## src/pkg/smx_consts.svh

```systemverilog
// Offsets, field positions, reset values and timing counts of the SMBus extension.
// Included by the design files, the checker and the bench; holds definitions only.
`ifndef SMX_CONSTS_SVH
`define SMX_CONSTS_SVH

// Register byte offsets
`define SMX_OFS_CTRL1      8'h00
`define SMX_OFS_CTRL2      8'h04
`define SMX_OFS_WATCH      8'h08
`define SMX_OFS_STATUS     8'h0C
`define SMX_OFS_MASK       8'h10
`define SMX_OFS_CHECK      8'h14

// Watch register field positions
`define SMX_WATCH_LIMIT_LSB 0
`define SMX_WATCH_IDLE_BIT  12
`define SMX_WATCH_LOW_BIT   15
`define SMX_WATCH_CUM_LSB   16
`define SMX_WATCH_EXT_BIT   31

// Reserved SMBus addresses (7 bit)
`define SMX_ADDR_DEV_DEFAULT 7'h61
`define SMX_ADDR_HOST        7'h08
`define SMX_ADDR_ALARM       7'h0C

// Checksum polynomial x^8+x^2+x+1 and seed
`define SMX_CRC_POLY 8'h07
`define SMX_CRC_SEED 8'h00

// Kernel clock periods per timeout tick
`define SMX_TICK_CYCLES 2048
`define SMX_PRE_MAX     11'h7FF

// Reset values
`define SMX_RST_CTRL1  5'h00
`define SMX_RST_CTRL2  12'h000
`define SMX_RST_STATUS 5'h00
`define SMX_RST_MASK   5'h00

`endif

```

## src/pkg/smx_pkg.sv

```systemverilog
// Types of the SMBus extension block: register images, events and states.
// Field positions and numbers live in smx_consts.svh.
package smx_pkg;

	typedef struct packed {
		logic check_enable;
		logic alarm_response_enable;
		logic host_addr_enable;
		logic default_dev_addr_enable;
		logic periph_enable;
	} smx_ctrl1_s;

	typedef struct packed {
		logic       slave_byte_count_ctrl;
		logic       send_check_byte;
		logic       auto_stop;
		logic       count_refill;
		logic [7:0] byte_count;
	} smx_ctrl2_s;

	typedef struct packed {
		logic        ext_low_check_enable;
		logic [11:0] cumulative_low_limit;
		logic        low_check_enable;
		logic        idle_select;
		logic [11:0] scl_low_limit;
	} smx_watch_s;

	typedef struct packed {
		logic count_done;
		logic check_error;
		logic addr_hit;
		logic ext_timeout;
		logic timeout;
	} smx_evt_s;

	typedef enum logic [1:0] {
		SMX_IDLE,
		SMX_DATA
	} smx_state_e;

endpackage

```

## src/smx_top.sv

```systemverilog
// SMBus extension of a two-wire controller: reserved addresses, packet check, SCL timeouts.
// Assumes an APB master on pclk and a byte-level bus core on pclk; scl_in is an async pin.
//
// Register access over APB and the placing of the registers were left to the implementer.
`timescale 1ns/1ps
`include "smx_consts.svh"

module smx_top #(
	parameter int LIMIT_W = 12
) (
	// Clock and reset
	input  wire logic        pclk,
	input  wire logic        presetn,
	// APB slave
	input  wire logic [7:0]  paddr,
	input  wire logic        psel,
	input  wire logic        penable,
	input  wire logic        pwrite,
	input  wire logic [31:0] pwdata,
	output logic      [31:0] prdata,
	output logic             pready,
	output logic             pslverr,
	output logic             irq,
	// Bus pin
	input  wire logic        scl_in,
	// Bus core side
	input  wire logic        xfer_start,
	input  wire logic        xfer_is_slave,
	input  wire logic        addr_valid,
	input  wire logic [7:0]  addr_byte,
	input  wire logic        byte_valid,
	input  wire logic [7:0]  byte_data,
	output logic             core_enable,
	output logic             addr_ack,
	output logic             check_byte_due,
	output logic      [7:0]  check_value,
	output logic             end_stop,
	output logic             end_reload
);
	if (LIMIT_W != 12)
	begin : g_bad_width
		$error("smx_top: LIMIT_W must be 12");
	end

	// ------------------------------------------------------------
	// Address decode helpers
	// ------------------------------------------------------------
	function automatic logic reg_known(input logic [7:0] a);
		reg_known = (a == `SMX_OFS_CTRL1) || (a == `SMX_OFS_CTRL2) ||
			(a == `SMX_OFS_WATCH) || (a == `SMX_OFS_STATUS) ||
			(a == `SMX_OFS_MASK) || (a == `SMX_OFS_CHECK);
	endfunction

	function automatic logic special_match(input logic [6:0] a, input smx_pkg::smx_ctrl1_s c);
		special_match = (c.default_dev_addr_enable && a == `SMX_ADDR_DEV_DEFAULT) ||
			(c.host_addr_enable && a == `SMX_ADDR_HOST) ||
			(c.alarm_response_enable && a == `SMX_ADDR_ALARM);
	endfunction

	// ------------------------------------------------------------
	// State
	// ------------------------------------------------------------
	smx_pkg::smx_ctrl1_s ctrl1, next_ctrl1;
	smx_pkg::smx_ctrl2_s ctrl2, next_ctrl2;
	smx_pkg::smx_watch_s watch, next_watch;
	smx_pkg::smx_evt_s   status, next_status, mask, next_mask, evt;
	smx_pkg::smx_state_e state, next_state;
	logic [7:0]          remaining, next_remaining;
	logic [7:0]          crc, next_crc, crc_step_in, crc_step_out, crc_step_data;
	logic                slave_mode, next_slave_mode;
	logic [31:0]         next_prdata;
	logic                next_pready, next_pslverr, next_irq;
	logic                next_addr_ack, next_due, next_end_stop, next_end_reload;
	logic                scl_meta, scl_sync;
	logic                wr_en, rd_setup, armed, scl_low, watch_on;
	logic [1:0]          timer_fire;

	// ------------------------------------------------------------
	// SCL synchroniser
	// ------------------------------------------------------------
	always_ff @(posedge pclk or negedge presetn)
	begin
		if (!presetn)
		begin
			scl_meta <= 1'b1;
			scl_sync <= 1'b1;
		end
		else
		begin
			scl_meta <= scl_in;
			scl_sync <= scl_meta;
		end
	end

	assign scl_low  = !scl_sync;
	assign watch_on = watch.low_check_enable && watch.ext_low_check_enable;

	// ------------------------------------------------------------
	// Timeout timers: 0 = continuous low, 1 = cumulative low
	// ------------------------------------------------------------
	for (genvar g = 0; g < 2; g++)
	begin : g_timer
		logic [10:0]        pre, next_pre;
		logic [LIMIT_W-1:0] cnt, next_cnt, lim;
		logic               done, next_done, run, clr, tick, next_fire, fire;

		always_comb
		begin
			if (g == 0)
			begin
				lim = watch.scl_low_limit;
				run = watch_on && !watch.idle_select && scl_low;
				clr = !run;
			end
			else
			begin
				lim = watch.cumulative_low_limit;
				run = watch_on && state == smx_pkg::SMX_DATA && scl_low;
				clr = !watch_on || xfer_start;
			end
			tick      = run && pre == `SMX_PRE_MAX;
			next_pre  = pre;
			next_cnt  = cnt;
			next_done = done;
			next_fire = 1'b0;
			if (clr)
			begin
				next_pre  = 11'h000;
				next_cnt  = '0;
				next_done = 1'b0;
			end
			else if (run && !done)
			begin
				next_pre = pre + 11'h001;
				if (tick)
				begin
					if (cnt == lim)
					begin
						next_fire = 1'b1;
						next_done = 1'b1;
					end
					else
					begin
						next_cnt = cnt + 1'b1;
					end
				end
			end
		end

		always_ff @(posedge pclk or negedge presetn)
		begin
			if (!presetn)
			begin
				pre  <= 11'h000;
				cnt  <= '0;
				done <= 1'b0;
				fire <= 1'b0;
			end
			else
			begin
				pre  <= next_pre;
				cnt  <= next_cnt;
				done <= next_done;
				fire <= next_fire;
			end
		end

		assign timer_fire[g] = fire;
	end

	// ------------------------------------------------------------
	// Byte counter and packet check
	// ------------------------------------------------------------
	smx_crc8 #(
		.POLY (`SMX_CRC_POLY)
	) u_crc (
		.crc_in  (crc_step_in),
		.data    (crc_step_data),
		.crc_out (crc_step_out)
	);

	assign armed = ctrl1.check_enable && ctrl2.send_check_byte && !ctrl2.count_refill &&
		(!slave_mode || ctrl2.slave_byte_count_ctrl);

	always_comb
	begin
		next_state      = state;
		next_remaining  = remaining;
		next_slave_mode = slave_mode;
		next_crc        = crc;
		next_addr_ack   = 1'b0;
		next_end_stop   = 1'b0;
		next_end_reload = 1'b0;
		crc_step_in     = crc;
		crc_step_data   = addr_valid ? addr_byte : byte_data;
		evt             = '0;
		evt.timeout     = timer_fire[0];
		evt.ext_timeout = timer_fire[1];
		if (xfer_start && ctrl1.periph_enable)
		begin
			next_state      = smx_pkg::SMX_DATA;
			next_remaining  = ctrl2.byte_count;
			next_slave_mode = xfer_is_slave;
			next_crc        = `SMX_CRC_SEED;
			crc_step_in     = `SMX_CRC_SEED;
		end
		if (addr_valid && ctrl1.periph_enable)
		begin
			next_crc = crc_step_out;
			if (special_match(addr_byte[7:1], ctrl1))
			begin
				next_addr_ack = 1'b1;
				evt.addr_hit  = 1'b1;
			end
		end
		else if (byte_valid && state == smx_pkg::SMX_DATA && remaining != 8'h00)
		begin
			next_remaining = remaining - 8'h01;
			if (armed && remaining == 8'h01)
			begin
				evt.check_error = byte_data != crc;
			end
			else
			begin
				next_crc = crc_step_out;
			end
			if (remaining == 8'h01)
			begin
				evt.count_done = 1'b1;
				if (ctrl2.count_refill)
				begin
					next_end_reload = 1'b1;
					next_remaining  = ctrl2.byte_count;
				end
				else
				begin
					next_state    = smx_pkg::SMX_IDLE;
					next_end_stop = ctrl2.auto_stop && !slave_mode;
				end
			end
		end
		next_due = next_state == smx_pkg::SMX_DATA && next_remaining == 8'h01 && armed;
	end

	always_ff @(posedge pclk or negedge presetn)
	begin
		if (!presetn)
		begin
			state          <= smx_pkg::SMX_IDLE;
			remaining      <= 8'h00;
			slave_mode     <= 1'b0;
			crc            <= `SMX_CRC_SEED;
			addr_ack       <= 1'b0;
			check_byte_due <= 1'b0;
			end_stop       <= 1'b0;
			end_reload     <= 1'b0;
		end
		else
		begin
			state          <= next_state;
			remaining      <= next_remaining;
			slave_mode     <= next_slave_mode;
			crc            <= next_crc;
			addr_ack       <= next_addr_ack;
			check_byte_due <= next_due;
			end_stop       <= next_end_stop;
			end_reload     <= next_end_reload;
		end
	end

	always_ff @(posedge pclk or negedge presetn)
	begin
		if (!presetn)
			check_value <= `SMX_CRC_SEED;
		else
			check_value <= next_crc;
	end

	// ------------------------------------------------------------
	// APB registers and interrupt
	// ------------------------------------------------------------
	assign wr_en    = psel && penable && pready && pwrite;
	assign rd_setup = psel && penable && !pready;

	always_comb
	begin
		next_ctrl1   = ctrl1;
		next_ctrl2   = ctrl2;
		next_watch   = watch;
		next_mask    = mask;
		next_status  = status;
		next_pready  = psel && penable && !pready;
		next_pslverr = rd_setup && !reg_known(paddr);
		next_prdata  = prdata;
		if (wr_en && paddr == `SMX_OFS_CTRL1)
		begin
			next_ctrl1.periph_enable           = pwdata[0];
			next_ctrl1.default_dev_addr_enable = pwdata[1];
			next_ctrl1.host_addr_enable        = pwdata[2];
			next_ctrl1.alarm_response_enable   = pwdata[3];
			if (!ctrl1.periph_enable)
				next_ctrl1.check_enable = pwdata[4];
		end
		if (wr_en && paddr == `SMX_OFS_CTRL2)
			next_ctrl2 = pwdata[11:0];
		if (wr_en && paddr == `SMX_OFS_WATCH)
		begin
			next_watch.low_check_enable     = pwdata[`SMX_WATCH_LOW_BIT];
			next_watch.ext_low_check_enable = pwdata[`SMX_WATCH_EXT_BIT];
			next_watch.cumulative_low_limit = pwdata[`SMX_WATCH_CUM_LSB +: 12];
			if (!watch.low_check_enable)
			begin
				next_watch.scl_low_limit = pwdata[`SMX_WATCH_LIMIT_LSB +: 12];
				next_watch.idle_select   = pwdata[`SMX_WATCH_IDLE_BIT];
			end
		end
		if (wr_en && paddr == `SMX_OFS_MASK)
			next_mask = pwdata[4:0];
		if (wr_en && paddr == `SMX_OFS_STATUS)
			next_status = status & ~smx_pkg::smx_evt_s'(pwdata[4:0]);
		next_status = next_status | evt;
		next_irq    = |(next_status & next_mask);
		if (rd_setup)
		begin
			case (paddr)
				`SMX_OFS_CTRL1:  next_prdata = {27'h0000000, ctrl1};
				`SMX_OFS_CTRL2:  next_prdata = {20'h00000, ctrl2};
				`SMX_OFS_WATCH:  next_prdata = {watch.ext_low_check_enable, 3'h0,
					watch.cumulative_low_limit, watch.low_check_enable, 2'h0,
					watch.idle_select, watch.scl_low_limit};
				`SMX_OFS_STATUS: next_prdata = {27'h0000000, status};
				`SMX_OFS_MASK:   next_prdata = {27'h0000000, mask};
				`SMX_OFS_CHECK:  next_prdata = {15'h0000, state == smx_pkg::SMX_DATA,
					remaining, crc};
				default:         next_prdata = 32'h00000000;
			endcase
		end
	end

	always_ff @(posedge pclk or negedge presetn)
	begin
		if (!presetn)
		begin
			ctrl1       <= `SMX_RST_CTRL1;
			ctrl2       <= `SMX_RST_CTRL2;
			watch       <= '0;
			status      <= `SMX_RST_STATUS;
			mask        <= `SMX_RST_MASK;
			prdata      <= 32'h00000000;
			pready      <= 1'b0;
			pslverr     <= 1'b0;
			irq         <= 1'b0;
			core_enable <= 1'b0;
		end
		else
		begin
			ctrl1       <= next_ctrl1;
			ctrl2       <= next_ctrl2;
			watch       <= next_watch;
			status      <= next_status;
			mask        <= next_mask;
			prdata      <= next_prdata;
			pready      <= next_pready;
			pslverr     <= next_pslverr;
			irq         <= next_irq;
			core_enable <= next_ctrl1.periph_enable;
		end
	end
endmodule

```

## src/smx_crc8.sv

```systemverilog
// One byte step of the SMBus packet checksum.
// Purely combinational; the caller registers the result.
`timescale 1ns/1ps
`include "smx_consts.svh"
module smx_crc8 #(
	parameter logic [7:0] POLY = `SMX_CRC_POLY
) (
	// Running value and byte
	input  wire logic [7:0] crc_in,
	input  wire logic [7:0] data,
	// Updated value
	output logic      [7:0] crc_out
);
	always_comb
	begin
		logic [7:0] acc;
		acc = crc_in ^ data;
		for (int i = 0; i < 8; i++)
		begin
			acc = acc[7] ? ((acc << 1) ^ POLY) : (acc << 1);
		end
		crc_out = acc;
	end
endmodule

```

## config.mk

```make
export PLATFORM = sky130hd
export DESIGN_NAME = smx_top
export DESIGN_NICKNAME = d
export VERILOG_FILES = /design/src/pkg/smx_pkg.sv /design/src/smx_top.sv /design/src/smx_crc8.sv
export VERILOG_INCLUDE_DIRS = /design/src /design/src/pkg
export SDC_FILE = /design/constraint.sdc
export NUM_CORES = 1
export LEC_CHECK = 0
export ABC_AREA = 1
export BUFFER_PORTS_ARGS = -buffer_cell sky130_fd_sc_hd__buf_2
export CORE_MARGIN = 2
export CORE_UTILIZATION = 61
export CTS_BUF_LIST = sky130_fd_sc_hd__clkbuf_4
export CTS_CLUSTER_SIZE = 28
export DETAILED_ROUTE_END_ITERATION = 8
export PLACE_DENSITY = 0.86
export SLEW_MARGIN = 25
export SYNTH_ARGS = -nofsm -noshare
export SYNTH_HDL_FRONTEND = slang
export SYNTH_SLANG_ARGS = --single-unit
```

## constraint.sdc

```tcl
create_clock -name pclk -period 2.11 [get_ports pclk]
set_input_delay 0.211 -clock pclk [delete_from_list [all_inputs] [get_ports pclk]]
set_output_delay 0.211 -clock pclk [all_outputs]
set_load 0.01 [all_outputs]
```

==> flow_metrics.tcl, run 1 <==
set metrics [dict create \
    status "finished, final reports clean" \
    yosysTopAreaCell "dfrtp_1" \
    num_rows 44 \
    dp_cells 1434 \
    dp_hpwl_mm 16.6 \
    root_buffer "clkbuf_4" \
    syn_area_sq_um 9020 \
    grt_pass1_vias 7776 \
    power_frac_comb_pct 23.0 \
    portBuffers 105 \
    whs_ns 0.0602 \
    final_area_sq_um 10400 \
    dr_total_vias 8268 \
    core_area_sq_um 14500 \
    place_area_sq_um 9780 \
    synth-edff-count 0 \
    drt_pass1_iterations 9 \
    seq_area_frac_synth_pct 44.7 \
    final-setup-viol-count 0 \
    grt_usage_pct 29.2 \
    grt-ovfl-total 0 \
    clkPwrFrac_pct 27.3 \
    fillers 1109 \
    cts_sinks 161 \
    cts_made_buffers 17 \
    hp-class "in2reg" \
    grt_max_degree 49 \
    fp.dieH_um 126 \
    finalClockSkew_ns 0.0270 \
    layout.cells.non_filler 1500 \
    multi_input_area_sq_um 4280 \
    synth_common_cells "337 x nand2_1, 159 x dfrtp_1, 122 x inv_1" \
    avgSynthCellArea_sq_um 7.79 \
    via_per_inst 5.51 \
    clock_path_buffers 2 \
    ys_warn_count 0 \
    start_util_pct 62.3 \
    antenna_found_initial 0 \
    fin_crit_ns 1.93 \
    p_leak_nw 5.14 \
    power.switching_w 0.00221 \
    drc_errors 0 \
    p_seq_share_pct 49.7 \
    synthTopCellsByArea "dfrtp_1 44%, nand2_1 14%, inv_1 5.1%, nand3_1 4.8%, o21ai_1 3.6%" \
    layout-drive-gt1-share_pct 17.2 \
    finalWeightedCongestion 0.959 \
    synth_cells 1158 \
    grt_pass1_wl_mm 37.1 \
    drt_iter0_drc 684 \
    seqCellArea_sq_um 4030 \
    cts_max_level 4 \
    cap_violations 0 \
    worstSetupPathType "reg2reg" \
    ios 114 \
    async_reset_ff_share_pct 100 \
    drtAntennaViolNets 0 \
    die_w_um 126 \
    synth_top_cell_area_share_pct 44.1 \
    finalCoreUtilization_pct 71.9 \
    area_growth_pct 15.4 \
    drv_slew 0 \
    netSwitchingFraction_pct 32.8 \
    ir_drop_uv 437 \
    synth_cell_type_count 53 \
    synth.most_common_cell "nand2_1" \
    routed_wl_mm 22.4 \
    cp_max_fo 15 \
    period_share_pct 91.5 \
    wl_per_cell_um 15.0 \
    fin_setup_tns_ns 0 \
    cp-end-kind "flop" \
    nets 1376 \
    clkLatencyLatePin_ns 0.59 \
    startpoint_type "flop" \
    diodes 0 \
    synth-main-ff-cell "dfrtp_1" \
    critPathArrivalTime_ns 2.41 \
    cp.required_ns 2.59 \
    finalHoldViolations 0 \
    power.density_nw_per_um2 648 \
    cts_tree "yes" \
    cts.clk_slew.worst_paths_ns 0.13 \
    die_area_sq_um 15800 \
    ys_seq_elements 161 \
    grt_setup_unrepaired "no" \
    intPower_w 0.00453 \
    fmax_mhz 518 \
]
stage by stage:
step	power [W]	worst slack [ns]
after CTS	0.00674	0.174
final	0.00674	0.180
after global placement	0.00482	0.275
after global routing	0.00710	0.0343
after floorplan	0.00441	0.498
after detailed placement	0.00488	0.196
cell type report:
cell class | instances | share of cell area (%)
clock buffer | 19 | 1.37
clock inverter | 13 | 1.33
inverter | 139 | 5.04
multi-input combinational | 825 | 41.1
sequential | 161 | 38.7
tap | 184 | 2.21
timing repair buffer | 159 | 10.2
sequential cells by signal, summed over array words and instances, names as in the netlist:
signal,flops
scl_sync,1
ctrl2,12
g_timer.pre,22
g_timer.done,2
g_timer.fire,2
mask,5
scl_meta,1
addr_ack,1
ctrl1,5
state,2
watch,3
g_timer.lim,24
pslverr,1
end_stop,1
prdata,29
check_byte_due,1
pready,1
slave_mode,1
irq,1
end_reload,1
g_timer.cnt,24
status,5
check_value,8
remaining,8
logic make-up after synthesis:
logic type,synth area share [%]
xor gates and xnor gates,5.23
adders and majority gates,0.971
muxes,0.111
buffers and inverters,8.02
DFF,44.7
AOI/OAI and AO/OA,11.5
and+or+nand+nor,29.5
other,0.0416
cells in the final DEF (no fill, tap or decap), drive strengths merged, types with 27 or more instances in the layout:
| cell type | n |
|---|---|
| o21ai | 126 |
| nor3 | 27 |
| inv | 138 |
| a21oi | 27 |
| dlygate4sd3 | 34 |
| nand3 | 90 |
| nor2 | 79 |
| nand2 | 347 |
| dfrtp | 159 |
| buf | 125 |
worst paths after layout:
path / startpoint / end / slack (ns) / depth (start not counted)
worst min-delay path: addr_byte[7] / status[2]$_DFF_PN0_ / 0.06 / 4
max in group asynchronous: presetn / scl_meta$_DFF_PN1_ / 1.33 / 3
min in group asynchronous: presetn / g_timer[1].cnt[3]$_DFFE_PN0P_ / 0.10 / 2
worst max-delay path: ctrl1[0]$_DFFE_PN0P_ / check_value[1]$_DFF_PN0_ / 0.18 / 11
worst max register to register: ctrl1[0]$_DFFE_PN0P_ / check_value[1]$_DFF_PN0_ / 0.18 / 11
worst min register to register: scl_meta$_DFF_PN1_ / scl_sync$_DFF_PN1_ / 0.35 / 0
repair_timing:
item | in CTS | in global routing
hold endpoints to repair | 208 | 0
buffers inserted | 0 | 0
hold buffers | 34 | 0
gates resized for setup | 0 | 1
setup endpoints to repair | 0 | 1
power groups by stage:
| stage | clock network [W] | logic, W | registers [W] |
|---|---|---|---|
| after floorplan | 0 | 0.00102 | 0.00339 |
| after global placement | 0 | 0.00142 | 0.00340 |
| after detailed placement | 0 | 0.00147 | 0.00340 |
| after CTS | 0.00187 | 0.00153 | 0.00335 |
| after global routing | 0.00202 | 0.00171 | 0.00337 |
| final | 0.00184 | 0.00155 | 0.00335 |
per-layer routing:
metal / global-route usage [%] / vias to the layer above / wire (um)
li1: - / 4045 / -
met1: 41.5 / 3824 / 9960
met2: 45.1 / 349 / 10400
met3: 6.54 / 50 / 1630
met4: 9.67 / 0 / 480
met5: 0 / - / 0
worst max-delay path, cell delays in order (launching register included):
cell,delay [ns]
dfrtp_1,0.52
nand2_4,0.18
inv_4,0.23
nor2_4,0.07
xnor2_2,0.23
nand2_1,0.09
nand2_1,0.12
nand2_1,0.06
nand2_1,0.11
nand2_1,0.07
nand3_1,0.09
nand2_1,0.06
Power figures use the tool's default switching activity.
==> inputs of run 2 (changes only) <==
--- a/config.mk
+++ b/config.mk
@@ -9,11 +9,11 @@
 export ABC_AREA = 1
 export BUFFER_PORTS_ARGS = -buffer_cell sky130_fd_sc_hd__buf_2
 export CORE_MARGIN = 2
-export CORE_UTILIZATION = 61
+export CORE_UTILIZATION = 55
 export CTS_BUF_LIST = sky130_fd_sc_hd__clkbuf_4
 export CTS_CLUSTER_SIZE = 28
 export DETAILED_ROUTE_END_ITERATION = 8
-export PLACE_DENSITY = 0.86
+export PLACE_DENSITY = 0.82
 export SLEW_MARGIN = 25
 export SYNTH_ARGS = -nofsm -noshare
 export SYNTH_HDL_FRONTEND = slang
==> constraint.sdc (replaced) <==
create_clock -name pclk -period 1.7 [get_ports pclk]
set_input_delay 0.17 -clock pclk [delete_from_list [all_inputs] [get_ports pclk]]
set_output_delay 0.17 -clock pclk [all_outputs]
set_load 0.01 [all_outputs]
==> run 2 against run 1 <==
Net effect:
- global-route usage decreased by 1.4 points
- sequential share of layout area decreased by 3.5 points
- first-iteration DRC count increased by 35%
- the run now ends with negative setup slack left
- critical path type unchanged
- power increased by 29%
- combinational power increased by 45%
- critical endpoint is now check_value[6]$_DFF_PN0_
- utilization about the same
==> flow_metrics.tcl, run 2 (synthesis results as in run 1) <==
set metrics [dict create \
    status "complete, but fails checks" \
    failed_checks "negative setup slack" \
    p_leak_nw 5.67 \
    grt-ovfl-total 0 \
    path_buf_inv 2 \
    start_util_pct 56.6 \
    dr_total_vias 8760 \
    drv_slew 0 \
    cp-end-kind "flop" \
    cp_max_fo 5 \
    p_seq_share_pct 47.8 \
    fillers 1165 \
    crit_family "flip-flops" \
    area_growth_pct 27.1 \
    drc_errors 0 \
    fp.dieH_um 132 \
    finalClockSkew_ns 0.0277 \
    cts.clk_slew.worst_paths_ns 0.14 \
    via_per_inst 5.45 \
    grt_max_degree 67 \
    layout_common_cells "316 x nand2_1, 156 x dfrtp_1, 117 x inv_1" \
    cts_max_level 4 \
    path_cells "inv_2, ha_2, nand2_4, nor2_8, nand3_2, a21oi_4, buf_4, nand2_1, o21ai_1" \
    pre_cts_ws_ns -0.0852 \
    clock_path_buffers 2 \
    grt_pass1_vias 8079 \
    slew_headroom_pct 61.3 \
    dp_hpwl_mm 17.8 \
    portBuffers 105 \
    multi_input_area_sq_um 4660 \
    top_register "prdata" \
    wl_per_cell_um 15.4 \
    layout-drive-gt1-share_pct 26.0 \
    root_buffer "clkbuf_4" \
    worst_slew_pin_slew_ns 0.579 \
    worstSetupPathType "reg2reg" \
    cp_slowest_cell "dfrtp_1" \
    nets 1451 \
    die_w_um 132 \
    fin_ws_ns -0.0269 \
    routed_wl_mm 24.8 \
    cts_made_buffers 17 \
    cts_sinks 161 \
    fin_setup_tns_ns -0.0415 \
    drtAntennaViolNets 0 \
    ir_drop_uv 471 \
    critPathArrivalTime_ns 2.25 \
    power.switching_w 0.00290 \
    cap_violations 0 \
    clkLatencyLatePin_ns 0.61 \
    cts_tree "yes" \
    seqCellArea_sq_um 4040 \
    clkPwrFrac_pct 26.4 \
    num_rows 46 \
    grt_setup_unrepaired "yes" \
    finalHoldViolations 0 \
    core_area_sq_um 15900 \
    largest_reg_flops 29 \
    die_area_sq_um 17400 \
    fmax_mhz 579 \
    hp-class "in2reg" \
    layout_commonest_cell "nand2_1" \
    intPower_w 0.00582 \
    antenna_found_initial 1 \
    grt_pass1_wl_mm 39.1 \
    final-setup-viol-count 3 \
    netSwitchingFraction_pct 33.3 \
    cp.required_ns 2.23 \
    drt_pass1_iterations 6 \
    slowest_delay_ns 0.43 \
    fin_crit_ns 1.73 \
    ios 114 \
    power.density_nw_per_um2 761 \
    drt_iter0_drc 920 \
    grt_usage_pct 27.9 \
    period_share_pct 102 \
    power_frac_comb_pct 25.8 \
    startpoint_type "flop" \
    finalWeightedCongestion 0.922 \
]
run 2: final timing paths:
path	from	endpoint	slack, ns	depth (start not counted)
min in group asynchronous	presetn	scl_sync$_DFF_PN1_	0.07	2
hold reg to reg	scl_meta$_DFF_PN1_	scl_sync$_DFF_PN1_	0.35	0
hold / removal	addr_byte[1]	addr_ack$_DFF_PN0_	0.04	5
setup reg to reg	remaining[1]$_DFF_PN0_	check_value[6]$_DFF_PN0_	-0.03	9
setup / recovery	remaining[1]$_DFF_PN0_	check_value[6]$_DFF_PN0_	-0.03	9
max in group asynchronous	presetn	g_timer[0].pre[1]$_DFFE_PN0P_	0.61	3
run 2: repair_timing:
item / CTS / global route
setup endpoints to repair: 14 / 52
buffers inserted: 1 / 15
gates resized for setup: 12 / 89
pin swaps: 2 / 18
gates cloned: 1 / 5
endpoints found under the hold margin: 214 / 0
hold buffers: 39 / 0
run 2: area by class of cell:
type	count	share of cell area (%)
repair buffers	231	14.7
diodes	1	0.0218
clock inverters	14	1.20
inverters	139	4.64
clock buffers	18	1.18
multi-input cells	828	40.7
well taps	216	2.36
flip-flops and latches	161	35.2
run 2: power groups by stage:
stage / clock (W) / sequential (W) / combinational, W
global route: 0.00248 / 0.00418 / 0.00248
detailed placement: 0 / 0.00421 / 0.00198
global placement: 0 / 0.00421 / 0.00194
CTS: 0.00231 / 0.00414 / 0.00207
finish: 0.00230 / 0.00416 / 0.00225
floorplan: 0 / 0.00421 / 0.00126
run 2: tightest hold or removal path: cells and delay by family:
family,cells,cell delay (ns)
buffers and inverters,2,0.18
AND/OR/NAND/NOR,2,0.20
AO/OA/AOI/OAI,1,0.06
run 2: metrics by stage:
stage | hold WS [ns] | cell area, sq um | utilization [%] | power, W | instances
after detailed placement | 0.0185 | 10200 | 64.0 | 0.00619 | 1514
final | 0.0407 | 11500 | 71.9 | 0.00872 | 1608
after global placement | 0.0202 | 10200 | 64.0 | 0.00615 | 1514
after floorplan | -0.126 | 9030 | - | 0.00547 | 1160
after CTS | 0.0145 | 10900 | 68.6 | 0.00853 | 1587
after global routing | 0.0289 | 11500 | 71.9 | 0.00915 | 1608
run 2: metal layers:
metal | up-vias | GRT usage [%] | routed length (um)
met5 | - | 0 | 0
met4 | 0 | 8.76 | 586
met3 | 58 | 5.11 | 1590
met2 | 331 | 45.0 | 11800
met1 | 4170 | 38.4 | 10800
li1 | 4201 | - | -
